File: src/sso_pkg.sv
// Overview of operation
// Restart-inhibit mode keeps outputs off until field clear and restart pressed.
// No-delay mode re-enables outputs once field clear after multi-scan response.
// Delayed mode re-enables outputs only after set seconds of clear field.
// With startup test on, not ready until field interrupted once after power-on.
// Controller drives the two lines of each control input to opposite levels.
// Logical input value is taken from the second line.
// Case active when all inputs match their low, high or don't-care conditions.
// Output shuts off after 2 to 16 consecutive intruded scans.
// Special vehicle scanner type ignores scan count, response fixed at 270 ms.
// Any-order switchover accepts change to any configured case.
// Unique-order switchover accepts only the single configured successor case.
// Alternative-order switchover accepts only one of two configured successors.
// Each case names one output and only that output is switched off.
// Each case binds one sensor to one area, evaluated from that sensor only.
// Per-output contactor monitoring supervises external feedback when enabled.
// Incremental sensor inputs usable only in vehicle protection.
// Up to 15 monitoring cases.
// Up to eight monitoring areas.
// Pixel suppression ignores objects seen by a single pixel in one scan.
// Equal levels on an input pair is a fault: all outputs off, flag raised.
package sso_pkg;
    // ==========================================================
    // Timing
    localparam int CLK_HZ = 25_000_000;
    localparam int RESP_FIXED_MS = 270;
    localparam int RESP_CYC_DEF = RESP_FIXED_MS * (CLK_HZ / 1000);
    localparam int SEC_CYC_DEF = CLK_HZ;
    localparam int EDM_WAIT_US = 100;
    localparam int EDM_WAIT_CYC = EDM_WAIT_US * (CLK_HZ / 1_000_000);

    // ==========================================================
    // Sizes
    localparam int CASE_N = 15;
    localparam int AREA_N = 8;
    localparam int SENS_N = 4;
    localparam int IN_N = 4;
    localparam int OUT_N = 2;
    localparam logic [4:0] SCAN_MIN = 5'd2;
    localparam int CASE_W = 29;
    localparam int CTRL_W = 19;
    localparam int STAT_W = 17;

    // ==========================================================
    // Register map
    localparam logic [7:0] REG_CTRL = 8'h00;
    localparam logic [7:0] REG_STAT = 8'h04;
    localparam logic [7:0] REG_CLR = 8'h08;
    localparam logic [7:0] REG_CASE0 = 8'h40;
    localparam int CLR_IN_FAULT = 0;
    localparam int CLR_ORD_FAULT = 1;
    localparam int CLR_EDM_LO = 2;

    // ==========================================================
    // Types
    typedef enum logic [1:0] {RST_INHIBIT, RST_NODELAY, RST_DELAYED, RST_SPARE} sso_restart_t;
    typedef enum logic [1:0] {ORD_ANY, ORD_UNIQUE, ORD_ALT, ORD_SPARE} sso_order_t;

    typedef struct packed {
        logic [7:0] delay_s;
        logic fixed_resp;
        logic start_test;
        sso_restart_t restart;
        logic [1:0] edm_en;
        logic [1:0] out_use;
        logic inc_present;
        logic pix_sup;
        logic vehicle;
    } sso_ctrl_t;

    typedef struct packed {
        logic [3:0] succ2;
        logic [3:0] succ1;
        sso_order_t order;
        logic [3:0] scans_m1;
        logic out_sel;
        logic [2:0] area;
        logic [1:0] sensor;
        logic [3:0] val;
        logic [3:0] care;
        logic en;
    } sso_case_t;

    typedef struct packed {
        logic inc_on;
        logic [3:0] in_lvl;
        logic ready;
        logic [1:0] edm_fault;
        logic [1:0] ossd;
        logic order_fault;
        logic in_fault;
        logic live;
        logic [3:0] act;
    } sso_stat_t;

    typedef struct packed {
        logic vld;
        logic [AREA_N-1:0] multi;
        logic [AREA_N-1:0] hit;
    } sso_scan_t;

    localparam sso_ctrl_t CTRL_RST = sso_ctrl_t'(19'h0);
    localparam sso_case_t CASE_RST = sso_case_t'(29'h0);
endpackage

File: src/sso_out_ctl.sv
`timescale 1ns/1ns
module sso_out_ctl #(
    parameter int SEC_CYC = sso_pkg::SEC_CYC_DEF
) (
    input wire logic core_clk,
    input wire logic rst_n,
    input sso_pkg::sso_restart_t mode,
    input wire logic [7:0] delay_s,
    input wire logic kill,
    input wire logic trip,
    input wire logic clear,
    input wire logic restart_btn,
    output logic ossd
);
    import sso_pkg::*;

    localparam int PW = $clog2(SEC_CYC + 1);

    typedef enum logic [1:0] {S_HOLD, S_ARM, S_DELAY, S_ON} sso_ost_t;

    sso_ost_t st_q;
    logic [PW-1:0] pre_q;
    logic [7:0] sec_q;
    logic [1:0] past_st_q;

    // ==========================================================
    // Restart sequencing
    // Reset lands in hold so every mode needs a clear field first
    always_ff @(posedge core_clk) begin
        if (!rst_n || kill || trip) begin
            st_q <= S_HOLD;
        end else begin
            unique case (st_q)
                S_HOLD: begin
                    if (clear) begin
                        if (mode == RST_NODELAY) begin
                            st_q <= S_ON;
                        end else if (mode == RST_DELAYED && delay_s != 8'h00) begin
                            st_q <= S_DELAY;
                        end else if (mode == RST_DELAYED) begin
                            st_q <= S_ON;
                        end else begin
                            st_q <= S_ARM;
                        end
                    end
                end
                S_ARM: begin
                    if (restart_btn) begin
                        st_q <= S_ON;
                    end
                end
                S_DELAY: begin
                    if (sec_q == delay_s) begin
                        st_q <= S_ON;
                    end
                end
                S_ON: begin
                    st_q <= S_ON;
                end
            endcase
        end
    end

    // ==========================================================
    // Seconds timer, restarted on each entry to the delay state
    always_ff @(posedge core_clk) begin
        if (!rst_n || st_q != S_DELAY) begin
            pre_q <= '0;
            sec_q <= 8'h00;
        end else if (pre_q == PW'(SEC_CYC - 1)) begin
            pre_q <= '0;
            sec_q <= sec_q + 8'h01;
        end else begin
            pre_q <= pre_q + 1'b1;
        end
    end

    always_ff @(posedge core_clk) begin
        if (!rst_n) begin
            ossd <= 1'b0;
        end else begin
            ossd <= (st_q == S_ON) && !kill && !trip;
        end
    end

    always_ff @(posedge core_clk) begin
        if (!rst_n) begin
            past_st_q <= 2'h0;
        end else begin
            past_st_q <= st_q;
        end
    end

    // ==========================================================
    // Checks
    property p_inhibit_btn;
        @(posedge core_clk) disable iff (!rst_n)
        (st_q == S_ARM && !restart_btn) |=> st_q != S_ON;
    endproperty
    a_inhibit_btn: assert property (p_inhibit_btn) else $error("restart without button");

    property p_nodelay;
        @(posedge core_clk) disable iff (!rst_n)
        (st_q == S_HOLD && mode == RST_NODELAY && clear && !kill && !trip) |=> ##1 ossd;
    endproperty
    a_nodelay: assert property (p_nodelay) else $error("no-delay restart missed");

    property p_delay;
        @(posedge core_clk) disable iff (!rst_n)
        (st_q == S_ON && past_st_q == S_DELAY) |-> sec_q == delay_s;
    endproperty
    a_delay: assert property (p_delay) else $error("delay ended early");

    property p_fall_cause;
        @(posedge core_clk) disable iff (!rst_n)
        $fell(ossd) |-> $past(kill) || $past(trip) || $past(st_q != S_ON);
    endproperty
    a_fall_cause: assert property (p_fall_cause) else $error("output dropped without cause");
endmodule

File: src/sso_top.sv
`timescale 1ns/1ns
module sso_top #(
    parameter int RESP_CYC = sso_pkg::RESP_CYC_DEF,
    parameter int SEC_CYC = sso_pkg::SEC_CYC_DEF
) (
    input wire logic core_clk,
    input wire logic rst_n,
    input wire logic [sso_pkg::IN_N-1:0] ctl_l1,
    input wire logic [sso_pkg::IN_N-1:0] ctl_l2,
    input sso_pkg::sso_scan_t [sso_pkg::SENS_N-1:0] scan,
    input wire logic restart_btn,
    input wire logic [sso_pkg::OUT_N-1:0] edm_fb,
    input wire logic [1:0] inc_raw,
    input wire logic [7:0] reg_addr,
    input wire logic [31:0] reg_wdata,
    input wire logic reg_wr,
    input wire logic reg_rd,
    output logic [31:0] reg_rdata,
    output logic [sso_pkg::OUT_N-1:0] ossd,
    output logic [1:0] inc_gated,
    output logic fault,
    output logic ready
);
    import sso_pkg::*;

    localparam int RW = $clog2(RESP_CYC + 1);
    localparam int EW = $clog2(EDM_WAIT_CYC + 1);

    // ==========================================================
    // Helpers
    function automatic logic case_hit(sso_case_t c, logic [IN_N-1:0] lvl);
        case_hit = c.en && (((c.val ^ lvl) & c.care) == 4'h0);
    endfunction

    function automatic logic order_ok(sso_case_t c, logic [3:0] nxt);
        unique case (c.order)
            ORD_ANY: order_ok = 1'b1;
            ORD_UNIQUE: order_ok = (nxt == c.succ1);
            ORD_ALT: order_ok = (nxt == c.succ1) || (nxt == c.succ2);
            default: order_ok = 1'b0;
        endcase
    endfunction

    sso_ctrl_t ctrl_q;
    sso_case_t case_q [CASE_N];
    sso_case_t act_cfg;
    sso_scan_t sel_scan;
    sso_stat_t stat;
    logic [IN_N-1:0] in_lvl;
    logic in_bad;
    logic [7:0] case_off;
    logic [5:0] case_idx;
    logic in_case;
    logic [3:0] match_n;
    logic [3:0] act_q;
    logic live;
    logic sw_req;
    logic in_fault_q;
    logic order_fault_q;
    logic [OUT_N-1:0] edm_fault_q;
    logic [4:0] hit_cnt_q;
    logic hit_lvl_q;
    logic tested_q;
    logic [RW-1:0] resp_q;
    logic [4:0] need_n;
    logic scan_hit;
    logic trip;
    logic clear_p;
    logic [OUT_N-1:0] trip_o;
    logic [OUT_N-1:0] clear_o;
    logic [OUT_N-1:0] kill_o;
    logic [EW-1:0] edm_cnt_q [OUT_N];
    logic [3:0] succ1_w;
    logic [3:0] succ2_w;
    logic [1:0] order_w;

    // ==========================================================
    // Control inputs
    assign in_lvl = ctl_l2;
    assign in_bad = |(~(ctl_l1 ^ ctl_l2));

    // ==========================================================
    // Register writes
    assign case_off = reg_addr - REG_CASE0;
    assign case_idx = case_off[7:2];
    assign in_case = (reg_addr >= REG_CASE0) && (case_idx < 6'(CASE_N)) && (reg_addr[1:0] == 2'h0);

    always_ff @(posedge core_clk) begin
        if (!rst_n) begin
            ctrl_q <= CTRL_RST;
        end else if (reg_wr && reg_addr == REG_CTRL) begin
            ctrl_q <= sso_ctrl_t'(reg_wdata[CTRL_W-1:0]);
        end
    end

    // Case table is small enough to live in flops
    always_ff @(posedge core_clk) begin
        if (!rst_n) begin
            for (int i = 0; i < CASE_N; i++) begin
                case_q[i] <= CASE_RST;
            end
        end else if (reg_wr && in_case) begin
            case_q[case_idx[3:0]] <= sso_case_t'(reg_wdata[CASE_W-1:0]);
        end
    end

    // ==========================================================
    // Case selection, lowest numbered match wins
    always_comb begin
        match_n = 4'h0;
        for (int i = CASE_N - 1; i >= 0; i--) begin
            if (case_hit(case_q[i], in_lvl)) begin
                match_n = 4'(i + 1);
            end
        end
    end

    assign act_cfg = (act_q == 4'h0) ? CASE_RST : case_q[act_q - 4'h1];
    assign live = (act_q != 4'h0) && (match_n == act_q);
    assign sw_req = (match_n != 4'h0) && (match_n != act_q);
    assign succ1_w = act_cfg.succ1;
    assign succ2_w = act_cfg.succ2;
    assign order_w = act_cfg.order;

    // First case after reset is taken freely; later ones obey the order
    always_ff @(posedge core_clk) begin
        if (!rst_n) begin
            act_q <= 4'h0;
        end else if (sw_req && (act_q == 4'h0 || order_ok(act_cfg, match_n))) begin
            act_q <= match_n;
        end
    end

    // ==========================================================
    // Sticky faults, a new event beats a same-cycle clear
    always_ff @(posedge core_clk) begin
        if (!rst_n) begin
            in_fault_q <= 1'b0;
        end else if (in_bad) begin
            in_fault_q <= 1'b1;
        end else if (reg_wr && reg_addr == REG_CLR && reg_wdata[CLR_IN_FAULT]) begin
            in_fault_q <= 1'b0;
        end
    end

    always_ff @(posedge core_clk) begin
        if (!rst_n) begin
            order_fault_q <= 1'b0;
        end else if (sw_req && act_q != 4'h0 && !order_ok(act_cfg, match_n)) begin
            order_fault_q <= 1'b1;
        end else if (reg_wr && reg_addr == REG_CLR && reg_wdata[CLR_ORD_FAULT]) begin
            order_fault_q <= 1'b0;
        end
    end

    // ==========================================================
    // Scan evaluation on the active case's own sensor and area
    assign sel_scan = scan[act_cfg.sensor];
    assign scan_hit = sel_scan.hit[act_cfg.area] && (!ctrl_q.pix_sup || sel_scan.multi[act_cfg.area]);
    assign need_n = (act_cfg.scans_m1 == 4'h0) ? SCAN_MIN : {1'b0, act_cfg.scans_m1} + 5'd1;

    always_ff @(posedge core_clk) begin
        if (!rst_n || sw_req || !live) begin
            hit_cnt_q <= 5'h00;
            hit_lvl_q <= 1'b0;
        end else if (sel_scan.vld) begin
            hit_lvl_q <= scan_hit;
            if (!scan_hit) begin
                hit_cnt_q <= 5'h00;
            end else if (hit_cnt_q != 5'h1f) begin
                hit_cnt_q <= hit_cnt_q + 5'h01;
            end
        end
    end

    // Fixed response counts time from the first intruded scan
    always_ff @(posedge core_clk) begin
        if (!rst_n || !hit_lvl_q) begin
            resp_q <= '0;
        end else if (resp_q < RW'(RESP_CYC)) begin
            resp_q <= resp_q + 1'b1;
        end
    end

    // A clear scan outranks the stale count it is about to reset
    assign trip = live && !clear_p && (ctrl_q.vehicle && ctrl_q.fixed_resp
        ? hit_lvl_q && resp_q >= RW'(RESP_CYC) : hit_cnt_q >= need_n);
    assign clear_p = live && sel_scan.vld && !scan_hit;

    always_comb begin
        for (int k = 0; k < OUT_N; k++) begin
            trip_o[k] = trip && (act_cfg.out_sel == 1'(k));
            clear_o[k] = clear_p && (act_cfg.out_sel == 1'(k));
            kill_o[k] = in_bad || in_fault_q || order_fault_q || edm_fault_q[k]
                || !ctrl_q.out_use[k] || !live || !ready;
        end
    end

    // ==========================================================
    // Startup test
    // Config lands after reset, so ready follows the setting, not a latch
    always_ff @(posedge core_clk) begin
        if (!rst_n) begin
            tested_q <= 1'b0;
            ready <= 1'b0;
        end else begin
            tested_q <= tested_q || trip;
            ready <= !ctrl_q.start_test || tested_q || trip;
        end
    end

    // ==========================================================
    // Contactor feedback: high while released, low while pulled in
    always_ff @(posedge core_clk) begin
        for (int k = 0; k < OUT_N; k++) begin
            if (!rst_n || !ctrl_q.edm_en[k] || edm_fb[k] != ossd[k]) begin
                edm_cnt_q[k] <= '0;
            end else if (edm_cnt_q[k] < EW'(EDM_WAIT_CYC)) begin
                edm_cnt_q[k] <= edm_cnt_q[k] + 1'b1;
            end
        end
    end

    always_ff @(posedge core_clk) begin
        for (int k = 0; k < OUT_N; k++) begin
            if (!rst_n) begin
                edm_fault_q[k] <= 1'b0;
            end else if (edm_cnt_q[k] >= EW'(EDM_WAIT_CYC)) begin
                edm_fault_q[k] <= 1'b1;
            end else if (reg_wr && reg_addr == REG_CLR && reg_wdata[CLR_EDM_LO + k]) begin
                edm_fault_q[k] <= 1'b0;
            end
        end
    end

    // ==========================================================
    // Outputs
    for (genvar g = 0; g < OUT_N; g++) begin : g_out
        sso_out_ctl #(.SEC_CYC(SEC_CYC)) u_out (
            .core_clk(core_clk),
            .rst_n(rst_n),
            .mode(ctrl_q.restart),
            .delay_s(ctrl_q.delay_s),
            .kill(kill_o[g]),
            .trip(trip_o[g]),
            .clear(clear_o[g]),
            .restart_btn(restart_btn),
            .ossd(ossd[g])
        );
    end

    always_ff @(posedge core_clk) begin
        if (!rst_n) begin
            inc_gated <= 2'h0;
        end else begin
            inc_gated <= inc_raw & {2{ctrl_q.inc_present && ctrl_q.vehicle}};
        end
    end

    always_ff @(posedge core_clk) begin
        if (!rst_n) begin
            fault <= 1'b0;
        end else begin
            fault <= in_fault_q || order_fault_q || (|edm_fault_q) || in_bad;
        end
    end

    // ==========================================================
    // Register reads, data valid only in the cycle after the strobe
    always_comb begin
        stat.inc_on = ctrl_q.inc_present && ctrl_q.vehicle;
        stat.in_lvl = in_lvl;
        stat.ready = ready;
        stat.edm_fault = edm_fault_q;
        stat.ossd = ossd;
        stat.order_fault = order_fault_q;
        stat.in_fault = in_fault_q;
        stat.live = live;
        stat.act = act_q;
    end

    always_ff @(posedge core_clk) begin
        if (!rst_n || !reg_rd) begin
            reg_rdata <= 32'h0000_0000;
        end else if (reg_addr == REG_CTRL) begin
            reg_rdata <= 32'(ctrl_q);
        end else if (reg_addr == REG_STAT) begin
            reg_rdata <= 32'(stat);
        end else if (in_case) begin
            reg_rdata <= 32'(case_q[case_idx[3:0]]);
        end else begin
            reg_rdata <= 32'h0000_0000;
        end
    end

    // ==========================================================
    // Checks
    property p_pair_fault;
        @(posedge core_clk) disable iff (!rst_n)
        in_bad |=> in_fault_q ##1 (ossd == 2'b00);
    endproperty
    a_pair_fault: assert property (p_pair_fault) else $error("pair fault not handled");

    property p_live_match;
        @(posedge core_clk) disable iff (!rst_n)
        live |-> act_cfg.en && (((act_cfg.val ^ ctl_l2) & act_cfg.care) == 4'h0);
    endproperty
    a_live_match: assert property (p_live_match) else $error("active case does not match");

    property p_unique;
        @(posedge core_clk) disable iff (!rst_n)
        (act_q != 4'h0 && order_w == 2'(ORD_UNIQUE) && !reg_wr)
            |=> (act_q == $past(act_q) || act_q == $past(succ1_w));
    endproperty
    a_unique: assert property (p_unique) else $error("illegal unique switchover");

    property p_alt;
        @(posedge core_clk) disable iff (!rst_n)
        (act_q != 4'h0 && order_w == 2'(ORD_ALT) && !reg_wr)
            |=> (act_q == $past(act_q) || act_q == $past(succ1_w) || act_q == $past(succ2_w));
    endproperty
    a_alt: assert property (p_alt) else $error("illegal alternative switchover");

    property p_any;
        @(posedge core_clk) disable iff (!rst_n)
        (sw_req && order_w == 2'(ORD_ANY)) |=> act_q == $past(match_n);
    endproperty
    a_any: assert property (p_any) else $error("any-order switchover refused");

    property p_scan_count;
        @(posedge core_clk) disable iff (!rst_n)
        (trip && !(ctrl_q.vehicle && ctrl_q.fixed_resp)) |-> hit_cnt_q >= 5'd2;
    endproperty
    a_scan_count: assert property (p_scan_count) else $error("trip below two scans");

    property p_fixed;
        @(posedge core_clk) disable iff (!rst_n)
        (trip && ctrl_q.vehicle && ctrl_q.fixed_resp) |-> resp_q == RW'(RESP_CYC);
    endproperty
    a_fixed: assert property (p_fixed) else $error("fixed response time wrong");

    property p_ready;
        @(posedge core_clk) disable iff (!rst_n)
        (ossd != 2'b00) |-> $past(ready);
    endproperty
    a_ready: assert property (p_ready) else $error("output on before startup test");

    property p_inc;
        @(posedge core_clk) disable iff (!rst_n)
        (inc_gated != 2'h0) |-> $past(ctrl_q.vehicle);
    endproperty
    a_inc: assert property (p_inc) else $error("incremental input in area mode");

    property p_edm;
        @(posedge core_clk) disable iff (!rst_n)
        (edm_cnt_q[0] >= EW'(EDM_WAIT_CYC)) |=> edm_fault_q[0] ##1 !ossd[0];
    endproperty
    a_edm: assert property (p_edm) else $error("contactor fault not latched");
endmodule

File: config.mk
export PLATFORM = sky130hd
export DESIGN_NAME = sso_top
export DESIGN_NICKNAME = d
export VERILOG_FILES = /design/src/sso_pkg.sv /design/src/sso_out_ctl.sv /design/src/sso_top.sv
export SDC_FILE = /design/constraint.sdc
export NUM_CORES = 1
export LEC_CHECK = 0
export BUFFER_PORTS_ARGS = -buffer_cell sky130_fd_sc_hd__buf_2
export CAP_MARGIN = 0
export CORE_MARGIN = 8
export CORE_UTILIZATION = 45
export CTS_CLUSTER_DIAMETER = 200
export DETAILED_ROUTE_END_ITERATION = 6
export PLACE_DENSITY_LB_ADDON = 0.1
export SETUP_SLACK_MARGIN = 0.4
export SLEW_MARGIN = 20
export SYNTH_ARGS = -nofsm -noshare
export SYNTH_HDL_FRONTEND = slang
export SYNTH_SLANG_ARGS = --single-unit
File: constraint.sdc
create_clock -name core_clk -period 6.9 [get_ports core_clk]
set_input_delay 0.69 -clock core_clk [delete_from_list [all_inputs] [get_ports core_clk]]
set_output_delay 0.69 -clock core_clk [all_outputs]
set_load 0.01 [all_outputs]
==> impl_metrics.tcl, run 1 <==
set metrics [dict create \
    viasPerCell 5.91 \
    ant_nets 0 \
    finClkSkew_ps 15.6 \
    rr_endpoint "g_out[1].u_out.st_q[0]" \
    avgSynthCellArea_um2 12.8 \
    io_buffers 156 \
    synth_edf_count 488 \
    nets 2922 \
    cts_tree "built" \
    fin_crit_ps 5200 \
    grt_max_degree 75 \
    wl_met3_um 7560 \
    vias 22500 \
    place_ws_ps 1650 \
    initial_utilization_pct 45.4 \
    fin_ws_ps 1700 \
    fin_crit_sh_pct 75.3 \
    fillers 6376 \
    numCtsBuffers 76 \
    cellLeakagePower_nw 13.4 \
    outcome "finished clean" \
    worst_pin_slew_ps 1120 \
    drt-met1-wl_um 42100 \
    synth_ff_type "edfxtp_1" \
    drc 0 \
    crit_fanout 49 \
    drtIter0Drc 2275 \
    antenna_found_initial 8 \
    wl_met2_um 48700 \
    setup-tns-final_ps 0 \
    netlist_top_cells_area "edfxtp_1 43%, mux4_2 15%, dfxtp_1 9.6%" \
    synth_top_cell_by_area "edfxtp_1" \
    clockBufferDepth 3 \
    wirelength_um 102000 \
    overflow 0 \
    drive_gt1_share_pct 22.0 \
    r2r_cells 18 \
    arrival_ps 5740 \
    setup_viol 0 \
    path_class "reg2reg" \
    fp-row-count 100 \
    yosysWarnings 0 \
    timing.fmax_ghz 0.192 \
    synth_cell_type_count 83 \
    h-tree-depth 3 \
    grt_pass1_vias 22800 \
    clock_sinks 650 \
    hpwlAfterDp_um 64500 \
    synth_common_cells "488 x edfxtp_1, 446 x and2_1, 230 x mux4_2, 205 x nor2_1, 162 x dfxtp_1" \
    cts-resized-gates 0 \
    grt_usage_pct 23.6 \
    holdBufCountCts 0 \
    synth_top_area_share_pct 43.4 \
    cts_setup_buffers 0 \
    wire_per_inst_um 26.7 \
    hold_violations 0 \
    ys_seq_area_share_pct 53.0 \
    slew_headroom_pct 25.0 \
    hp-class "in2reg" \
    die_height_um 290 \
    die_area_um2 84100 \
    gp_congestion 0.824 \
    core_um2 74400 \
    regToRegStartpoint "act_q[0]" \
    async_reset_ff_share_pct 0 \
    clock_latency_ps 620 \
    grt_pass1_wl_um 150000 \
    synthCells 2639 \
    netlist_area_um2 33800 \
    startpoint "act_q[0]" \
    end_kind "flop" \
    worst_hold_path.num_cells 2 \
    top_layer "met4" \
    final_cells 3807 \
    r2r_slack_ps 1700 \
    clk_pin_slew_ps 60 \
    cap_violations 0 \
    num_io_pins 163 \
    cp.required_ps 7450 \
    critPathCapture "g_out[1].u_out.st_q[0]" \
    drtPass1Iterations 6 \
    max-vdd-ir-drop_uv 219 \
    powerDensity_nw_per_um2 321 \
    ys_ff_latch 650 \
    synth_most_common_cell "edfxtp_1" \
    rsz0062_at_grt "false" \
    dp.cells 3664 \
    maxSlewViolCount 0 \
    die_w_um 290 \
    start_kind "flop" \
    root_buffer "clkbuf_16" \
    area_growth_pct 13.5 \
]
[flip-flops by register name, summed over array words and instances (netlist names), 2 cells and up]
register and flops:
case_q 464, g_out.u_out.ossd 2, resp_q 23, hit_cnt_q 5, edm_cnt_q 24, g_out.u_out.sec_q 16, act_q 4, ctrl_q 19
inc_gated 2, g_out.u_out.st_q 4, edm_fault_q 2, g_out.u_out.pre_q 50, reg_rdata 29
[worst min-delay path by stage]
stage | start | end
6_report | inc_raw[0] | inc_gated[0]
5_1_grt | inc_raw[0] | inc_gated[0]
4_1_cts | inc_raw[1] | inc_gated[1]
3_5_place_dp | g_out[0].u_out.pre_q[0] | g_out[0].u_out.pre_q[0]
3_3_place_gp | g_out[0].u_out.pre_q[0] | g_out[0].u_out.pre_q[0]
2_1_floorplan | g_out[0].u_out.pre_q[0] | g_out[0].u_out.pre_q[0]
[power by group]
group	internal, mW	switching (mW)	leakage, nW
logic	1.56	2.21	6.18
registers	4.36	0.109	6.02
clock network	2.44	1.63	1.23
total	8.36	3.95	13.4
[through the flow]
step	hold WS, ps	cell area [um2]	utilization (%)	total power [mW]
after CTS	324	38300	51.5	12.4
after floorplan	418	33900	-	7.19
after global routing	343	38300	51.5	12.8
after detailed placement	438	35800	48.1	8.30
final	362	38400	51.5	12.3
after global placement	429	35700	48.0	8.26
[cell type report]
| class | instances | area (um2) | area share (%) |
|---|---|---|---|
| clock inverters | 31 | 365 | 0.953 |
| diodes | 5 | 12.5 | 0.0326 |
| multi-input cells | 1801 | 15300 | 39.9 |
| flip-flops and latches | 650 | 17900 | 46.7 |
| repair buffers | 213 | 1280 | 3.33 |
| inverters | 32 | 120 | 0.313 |
| well taps | 969 | 1210 | 3.16 |
| clock buffers | 106 | 2150 | 5.60 |
[worst max-delay path, cell delays in order (launching register included)]
cell	delay [ps]
dfxtp_4	340
buf_4	740
buf_4	830
mux4_2	600
nand2_1	80
nand3_1	90
nand3_1	340
and3_1	260
nor2_1	60
ha_1	260
nand2b_1	140
a21o_1	180
a21oi_1	140
nor2b_1	60
o21ai_0	160
nand2_1	60
and3_1	200
a311oi_2	340
a21boi_1	190
[layer usage]
metal,vias up,GRT usage [%]
met3,181,4.22
met4,0,7.74
met5,-,0
met1,11500,31.2
li1,9954,-
met2,883,39.3
[placed cells by master, fill, tap and decap left out, types with 18 or more instances in the layout]
master | synthesis | final
edfxtp_1 | 488 | 488
buf_4 | 14 | 53
mux2i_1 | 71 | 71
a21oi_1 | 63 | 63
ha_1 | 23 | 22
conb_1 | 1 | 32
inv_1 | 31 | 31
xor2_1 | 133 | 133
buf_2 | 19 | 154
and2_1 | 446 | 446
dfxtp_1 | 162 | 161
nand2_1 | 152 | 152
nand3_1 | 83 | 83
mux4_2 | 230 | 230
and3_1 | 32 | 32
clkbuf_1 | 138 | 19
nor3_1 | 20 | 20
nor2_1 | 205 | 190
xnor2_1 | 57 | 56
clkbuf_16 | 0 | 78
nand4_1 | 35 | 35
nor2b_1 | 18 | 18
[cell families (layout without fill, tap and decap cells)]
group / count (synthesis) / count (layout) / share of synthesized area, %
fa+ha+maj: 23 / 23 / 0.852
buf+inv: 219 / 382 / 2.75
mux: 309 / 309 / 17.7
simple gates: 1060 / 1060 / 16.9
other cells: 1 / 37 / 0.0111
flops: 650 / 650 / 53.0
xor+xnor: 190 / 190 / 4.93
compound gates: 187 / 187 / 3.88
Power figures use the tool's default switching activity.
==> run 2, diff against run 1 <==
- clock period: 6.9 -> 4.9 ns (I/O delays scaled with it)
==> run 2 against run 1 <==
Compared with the run above:
- global-route usage is essentially flat
- combinational power grew 48%
- die area is the same
- setup slack lost 1100 ps
- critical path depth shrank 3
- first-iteration DRC count shrank 13%
- core utilization grew 0.20 points
- hold slack lost 210 ps
- sequential power grew 41%
- power grew 41%
- flip-flop and latch count is the same
- final cell count grew 0.66%
- critical path type unchanged
- critical endpoint is now hit_cnt_q[2]
==> impl_metrics.tcl, run 2 (synthesis results as in run 1) <==
set metrics [dict create \
    overflow 0 \
    final_cell_mix "488 x edfxtp_1, 446 x and2_1, 230 x mux4_2" \
    vias 22700 \
    r2r_slack_ps 620 \
    fp-row-count 100 \
    crit_fanout 13 \
    viasPerCell 5.92 \
    clockBufferDepth 3 \
    h-tree-depth 3 \
    final_common_cell "edfxtp_1" \
    cap_violations 0 \
    cp.required_ps 5440 \
    numCtsBuffers 75 \
    hp-class "in2reg" \
    drc 0 \
    multi_input_area_um2 15300 \
    maxSlewViolCount 0 \
    clock_latency_ps 610 \
    fin_crit_ps 4280 \
    grt_pass1_vias 23000 \
    arrival_ps 4820 \
    clk_pin_slew_ps 60 \
    holdBufCountCts 0 \
    rsz0062_at_grt "false" \
    outcome "finished clean" \
    area_growth_pct 13.9 \
    wirelength_um 102000 \
    start_kind "flop" \
    root_buffer "clkbuf_16" \
    hold_violations 0 \
    io_buffers 156 \
    worst_pin_slew_ps 1070 \
    setup-tns-final_ps 0 \
    cp_slowest_cell "mux2i_1" \
    drtIter0Drc 1987 \
    clock_sinks 650 \
    core_um2 74400 \
    initial_utilization_pct 45.4 \
    wire_per_inst_um 26.6 \
    grt_max_degree 53 \
    powerDensity_nw_per_um2 452 \
    fillers 6303 \
    hpwlAfterDp_um 65400 \
    end_kind "flop" \
    setup_viol 0 \
    num_io_pins 163 \
    timing.fmax_ghz 0.234 \
    cellLeakagePower_nw 13.5 \
    largest_reg_flops 464 \
    nets 2945 \
    fin_crit_sh_pct 87.2 \
    path_cells "inv_1 > ha_4 > buf_4 > mux4_2 > mux2i_1 > mux2i_2 > buf_4 > mux2i_1 > a211oi_1 > a211oi_1 > a211o_1 > o2bb2ai_2 > or2_4 > nand3_1 > nor2_1" \
    drive_gt1_share_pct 22.6 \
    holdWs_ps 152 \
    ant_nets 0 \
    die_height_um 290 \
    die_w_um 290 \
    finClkSkew_ps 14.2 \
    cpPeakStageDelay_ps 510 \
    die_area_um2 84100 \
    gp_congestion 0.858 \
    seqCellArea_um2 17900 \
    cts_tree "built" \
    path_class "reg2reg" \
    grt_usage_pct 23.6 \
    grt_pass1_wl_um 151000 \
    regMostFlops "case_q" \
    slew_headroom_pct 28.5 \
    max-vdd-ir-drop_uv 315 \
    antenna_found_initial 8 \
    drtPass1Iterations 6 \
    reg_top3 "case_q: 464 flops, g_out.u_out.pre_q: 50 flops, reg_rdata: 29 flops" \
]
[run 2: cell types whose count changed in the layout (fill, tap and decap cells not counted), moves of 2 or more]
cell / before / now
inv_6: 5 / 3
clkbuf_1: 19 / 21
clkinv_1: 3 / 8
clkinvlp_4: 2 / 0
bufinv_16: 7 / 3
buf_4: 53 / 73
buf_12: 0 / 6
buf_8: 2 / 0
[run 2: timing repair]
item | 4_1_cts | 5_1_grt
resized for setup | 0 | 4
setup buffers | 0 | 11
setup endpoints to repair | 0 | 10
[run 2: path summary, 6_finish.rpt]
kind	to	from	depth (start not counted)
worst min-delay path	inc_gated[1]	inc_raw[1]	2
worst min register to register	g_out[0].u_out.pre_q[0]	g_out[0].u_out.pre_q[0]	1
worst max register to register	hit_cnt_q[2]	act_q[1]	15
worst max-delay path	hit_cnt_q[2]	act_q[1]	15
[run 2: cell type report]
type / count / area share [%]
inverter: 32 / 0.312
tap: 969 / 3.15
clock buffer: 108 / 5.57
sequential: 650 / 46.5
antenna: 4 / 0.0260
clock inverter: 31 / 0.679
multi-input combinational: 1801 / 39.8
timing repair buffer: 237 / 3.94
[run 2: metal layers]
metal	part of all wire [%]	vias to the layer above	wire (um)	track usage [%]
li1	-	10000	-	-
met1	42	11600	42900	31.6
met2	48	853	49200	39.0
met3	6.6	181	6750	4.18
met4	3.1	4	3190	7.63
met5	0.033	-	34	0
[run 2: worst max-delay path, delay by kind of cell, from the launching register on]
family	cells	cell delay, ps
DFF	1	440
adders and majority gates	1	420
and+or+nand+nor	3	570
AOI/OAI and AO/OA	4	940
buffers and inverters	3	570
muxes	4	1250
[run 2: report_power, final]
| group | total (mW) | internal [mW] | switching [mW] |
|---|---|---|---|
| combinational | 5.58 | 2.37 | 3.21 |
| sequential | 6.30 | 6.14 | 0.162 |
| clock | 5.51 | 3.21 | 2.30 |
[run 2: stage by stage]
step | power, mW | utilization [%] | cells | setup WS [ps] | instance area, um2
6_report | 17.4 | 51.7 | 3832 | 625 | 38500
5_1_grt | 18.0 | 51.7 | 3831 | 401 | 38500
4_1_cts | 17.3 | 51.5 | 3816 | 520 | 38300
3_5_place_dp | 11.8 | 48.3 | 3677 | 550 | 35900
3_3_place_gp | 11.7 | 48.3 | 3677 | 539 | 35900
2_1_floorplan | 10.2 | - | 2670 | 256 | 33900
==> run 3, diff against run 2 <==
- clock period: 4.9 -> 4.3 ns (I/O delays scaled with it)
==> run 3 against run 2 <==
Compared with the run above:
- clock skew grew 2.9 ps
- wire length increased by 1.1%
- die area stayed put
- critical endpoint is now g_out[0].u_out.st_q[0]
- largest cell class unchanged
- hold slack worse by 51 ps
- fmax increased by 12%
- clock-buffer cell count shrank 2
- clock power up 17%
- power increased by 22%
- first-iteration DRC count increased by 1.4%
==> impl_metrics.tcl, run 3 (synthesis results as in run 1) <==
set metrics [dict create \
    outcome "finished clean" \
    cp_slowest_cell "dfxtp_4" \
    drtPass1Iterations 5 \
    clock_sinks 650 \
    clk_pin_slew_ps 60 \
    clock_power_share_pct 30.6 \
    rsz0062_at_grt "true" \
    hpwlAfterDp_um 67100 \
    h-tree-depth 3 \
    core_um2 74400 \
    setup-tns-final_ps 0 \
    fin_crit_sh_pct 89.0 \
    p_comb_share_pct 35.4 \
    die_area_um2 84100 \
    p_sw_mw 6.84 \
    power.share.sequential_pct 33.9 \
    path_cells "inv_8 > ha_4 > buf_12 > mux4_2 > mux2i_2 > buf_4 > mux2i_1 > buf_4 > a221oi_2 > a311oi_1 > a311o_1 > o211a_1 > o2bb2ai_4 > or2_4 > a311o_1 > a21oi_1" \
    clock_latency_ps 620 \
    slew_headroom_pct 38.7 \
    gp_congestion 0.859 \
    ant_nets 0 \
    finClkSkew_ps 17.0 \
    switching_share_pct 32.4 \
    start_kind "flop" \
    cp.required_ps 4850 \
    fin_ws_ps 472 \
    worst_pin_slew_ps 917 \
    fp-row-count 100 \
    cts_tree "built" \
    cap_violations 0 \
    largest_reg_flops 464 \
    final_common_cell "edfxtp_1" \
    hold_violations 0 \
    num_io_pins 163 \
    io_buffers 156 \
    grt_usage_pct 23.8 \
    place_ws_ps 193 \
    cpPeakStageDelay_ps 450 \
    r2r_cells 16 \
    die_height_um 290 \
    regMostFlops "case_q" \
    grt_max_degree 65 \
    die_w_um 290 \
    nets 2986 \
    final_cells 3872 \
    max-vdd-ir-drop_uv 338 \
    holdBufCountCts 0 \
    fillers 6223 \
    final_cell_area_um2 39500 \
    cellLeakagePower_nw 13.9 \
    clockBufferDepth 3 \
    antenna_found_initial 2 \
    path_class "reg2reg" \
    dp.cells 3692 \
    grt_pass1_vias 23000 \
    cp.depth 16 \
    hp-class "in2reg" \
    wire_per_inst_um 26.6 \
    drive_gt1_share_pct 24.8 \
    path_delay_family "compound AO/OA/AOI/OAI gates" \
    drtIter0Drc 2015 \
    viasPerCell 5.89 \
    root_buffer "clkbuf_16" \
    final_cell_mix "488 x edfxtp_1, 446 x and2_1, 230 x mux4_2" \
    end_kind "flop" \
    worst_hold_path.num_cells 2 \
    numCtsBuffers 76 \
    grt_pass1_wl_um 152000 \
    initial_utilization_pct 45.4 \
    maxSlewViolCount 0 \
    drc 0 \
    reg_top3 "case_q: 464 flops, g_out.u_out.pre_q: 50 flops, reg_rdata: 29 flops" \
    fin_crit_ps 3830 \
    power_mw 21.1 \
    timing.fmax_ghz 0.261 \
    arrival_ps 4370 \
    vias 22800 \
    intPower_mw 14.3 \
    place_area_um2 36300 \
    overflow 0 \
    critPathBufInv 4 \
    wirelength_um 103000 \
    powerDensity_nw_per_um2 535 \
    setup_viol 0 \
    area_growth_pct 16.8 \
    crit_fanout 9 \
]
## run 3: cell count changes in the layout (fill, tap and decap cells not counted), sizes merged
cell / change
buf: +36
bufbuf: +1
bufinv: +1
clkbuf: +1
clkinv: +3
diode: -1
inv: -1
## run 3: what timing repair did
| item | 4_1_cts | 5_1_grt |
|---|---|---|
| gates cloned | 2 | 4 |
| gates resized for setup | 11 | 48 |
| setup buffers | 7 | 24 |
| endpoints found under the setup margin | 17 | 19 |
| pin swaps | 2 | 20 |
## run 3: worst paths after layout
| kind | startpoint | to | slack (ps) |
|---|---|---|---|
| max | act_q[0] | g_out[0].u_out.st_q[0] | 470 |
| min | inc_raw[0] | inc_gated[0] | 100 |
| max reg2reg | act_q[0] | g_out[0].u_out.st_q[0] | 470 |
| min reg2reg | g_out[0].u_out.pre_q[0] | g_out[0].u_out.pre_q[0] | 450 |
## run 3: per-layer routing
layer	routed length [um]	up-vias	GRT usage, %	share of wire [%]
met2	49000	829	38.6	47
li1	-	10100	-	-
met1	43400	11700	32.2	42
met3	7550	192	4.45	7.3
met5	13	-	0	0.013
met4	3210	2	7.65	3.1
## run 3: cell type report
| cell class | instances | area, um2 | area share, % |
|---|---|---|---|
| Antenna cell | 3 | 7.51 | 0.0190 |
| Clock buffer | 106 | 2210 | 5.60 |
| Clock inverter | 34 | 303 | 0.767 |
| Inverter | 32 | 128 | 0.323 |
| Multi-Input combinational cell | 1801 | 15500 | 39.3 |
| Sequential cell | 650 | 17900 | 45.3 |
| Tap cell | 969 | 1210 | 3.07 |
| Timing Repair Buffer | 277 | 2210 | 5.59 |
## run 3: power by group through the flow
stage                     clock network (mW)  registers [mW]  logic (mW)
after floorplan                            0            7.22        4.43
after global placement                     0            7.27        6.27
after detailed placement                   0            7.29        6.31
after CTS                               6.59            7.16        6.59
after global routing                    6.83            7.20        7.95
final                                   6.47            7.17        7.48
## run 3: through the flow
stage / utilization [%] / hold slack [ps]
floorplan: - / 418
global placement: 48.7 / 430
detailed placement: 48.7 / 439
CTS: 52.3 / 73.0
global route: 53.0 / 83.2
finish: 53.0 / 101
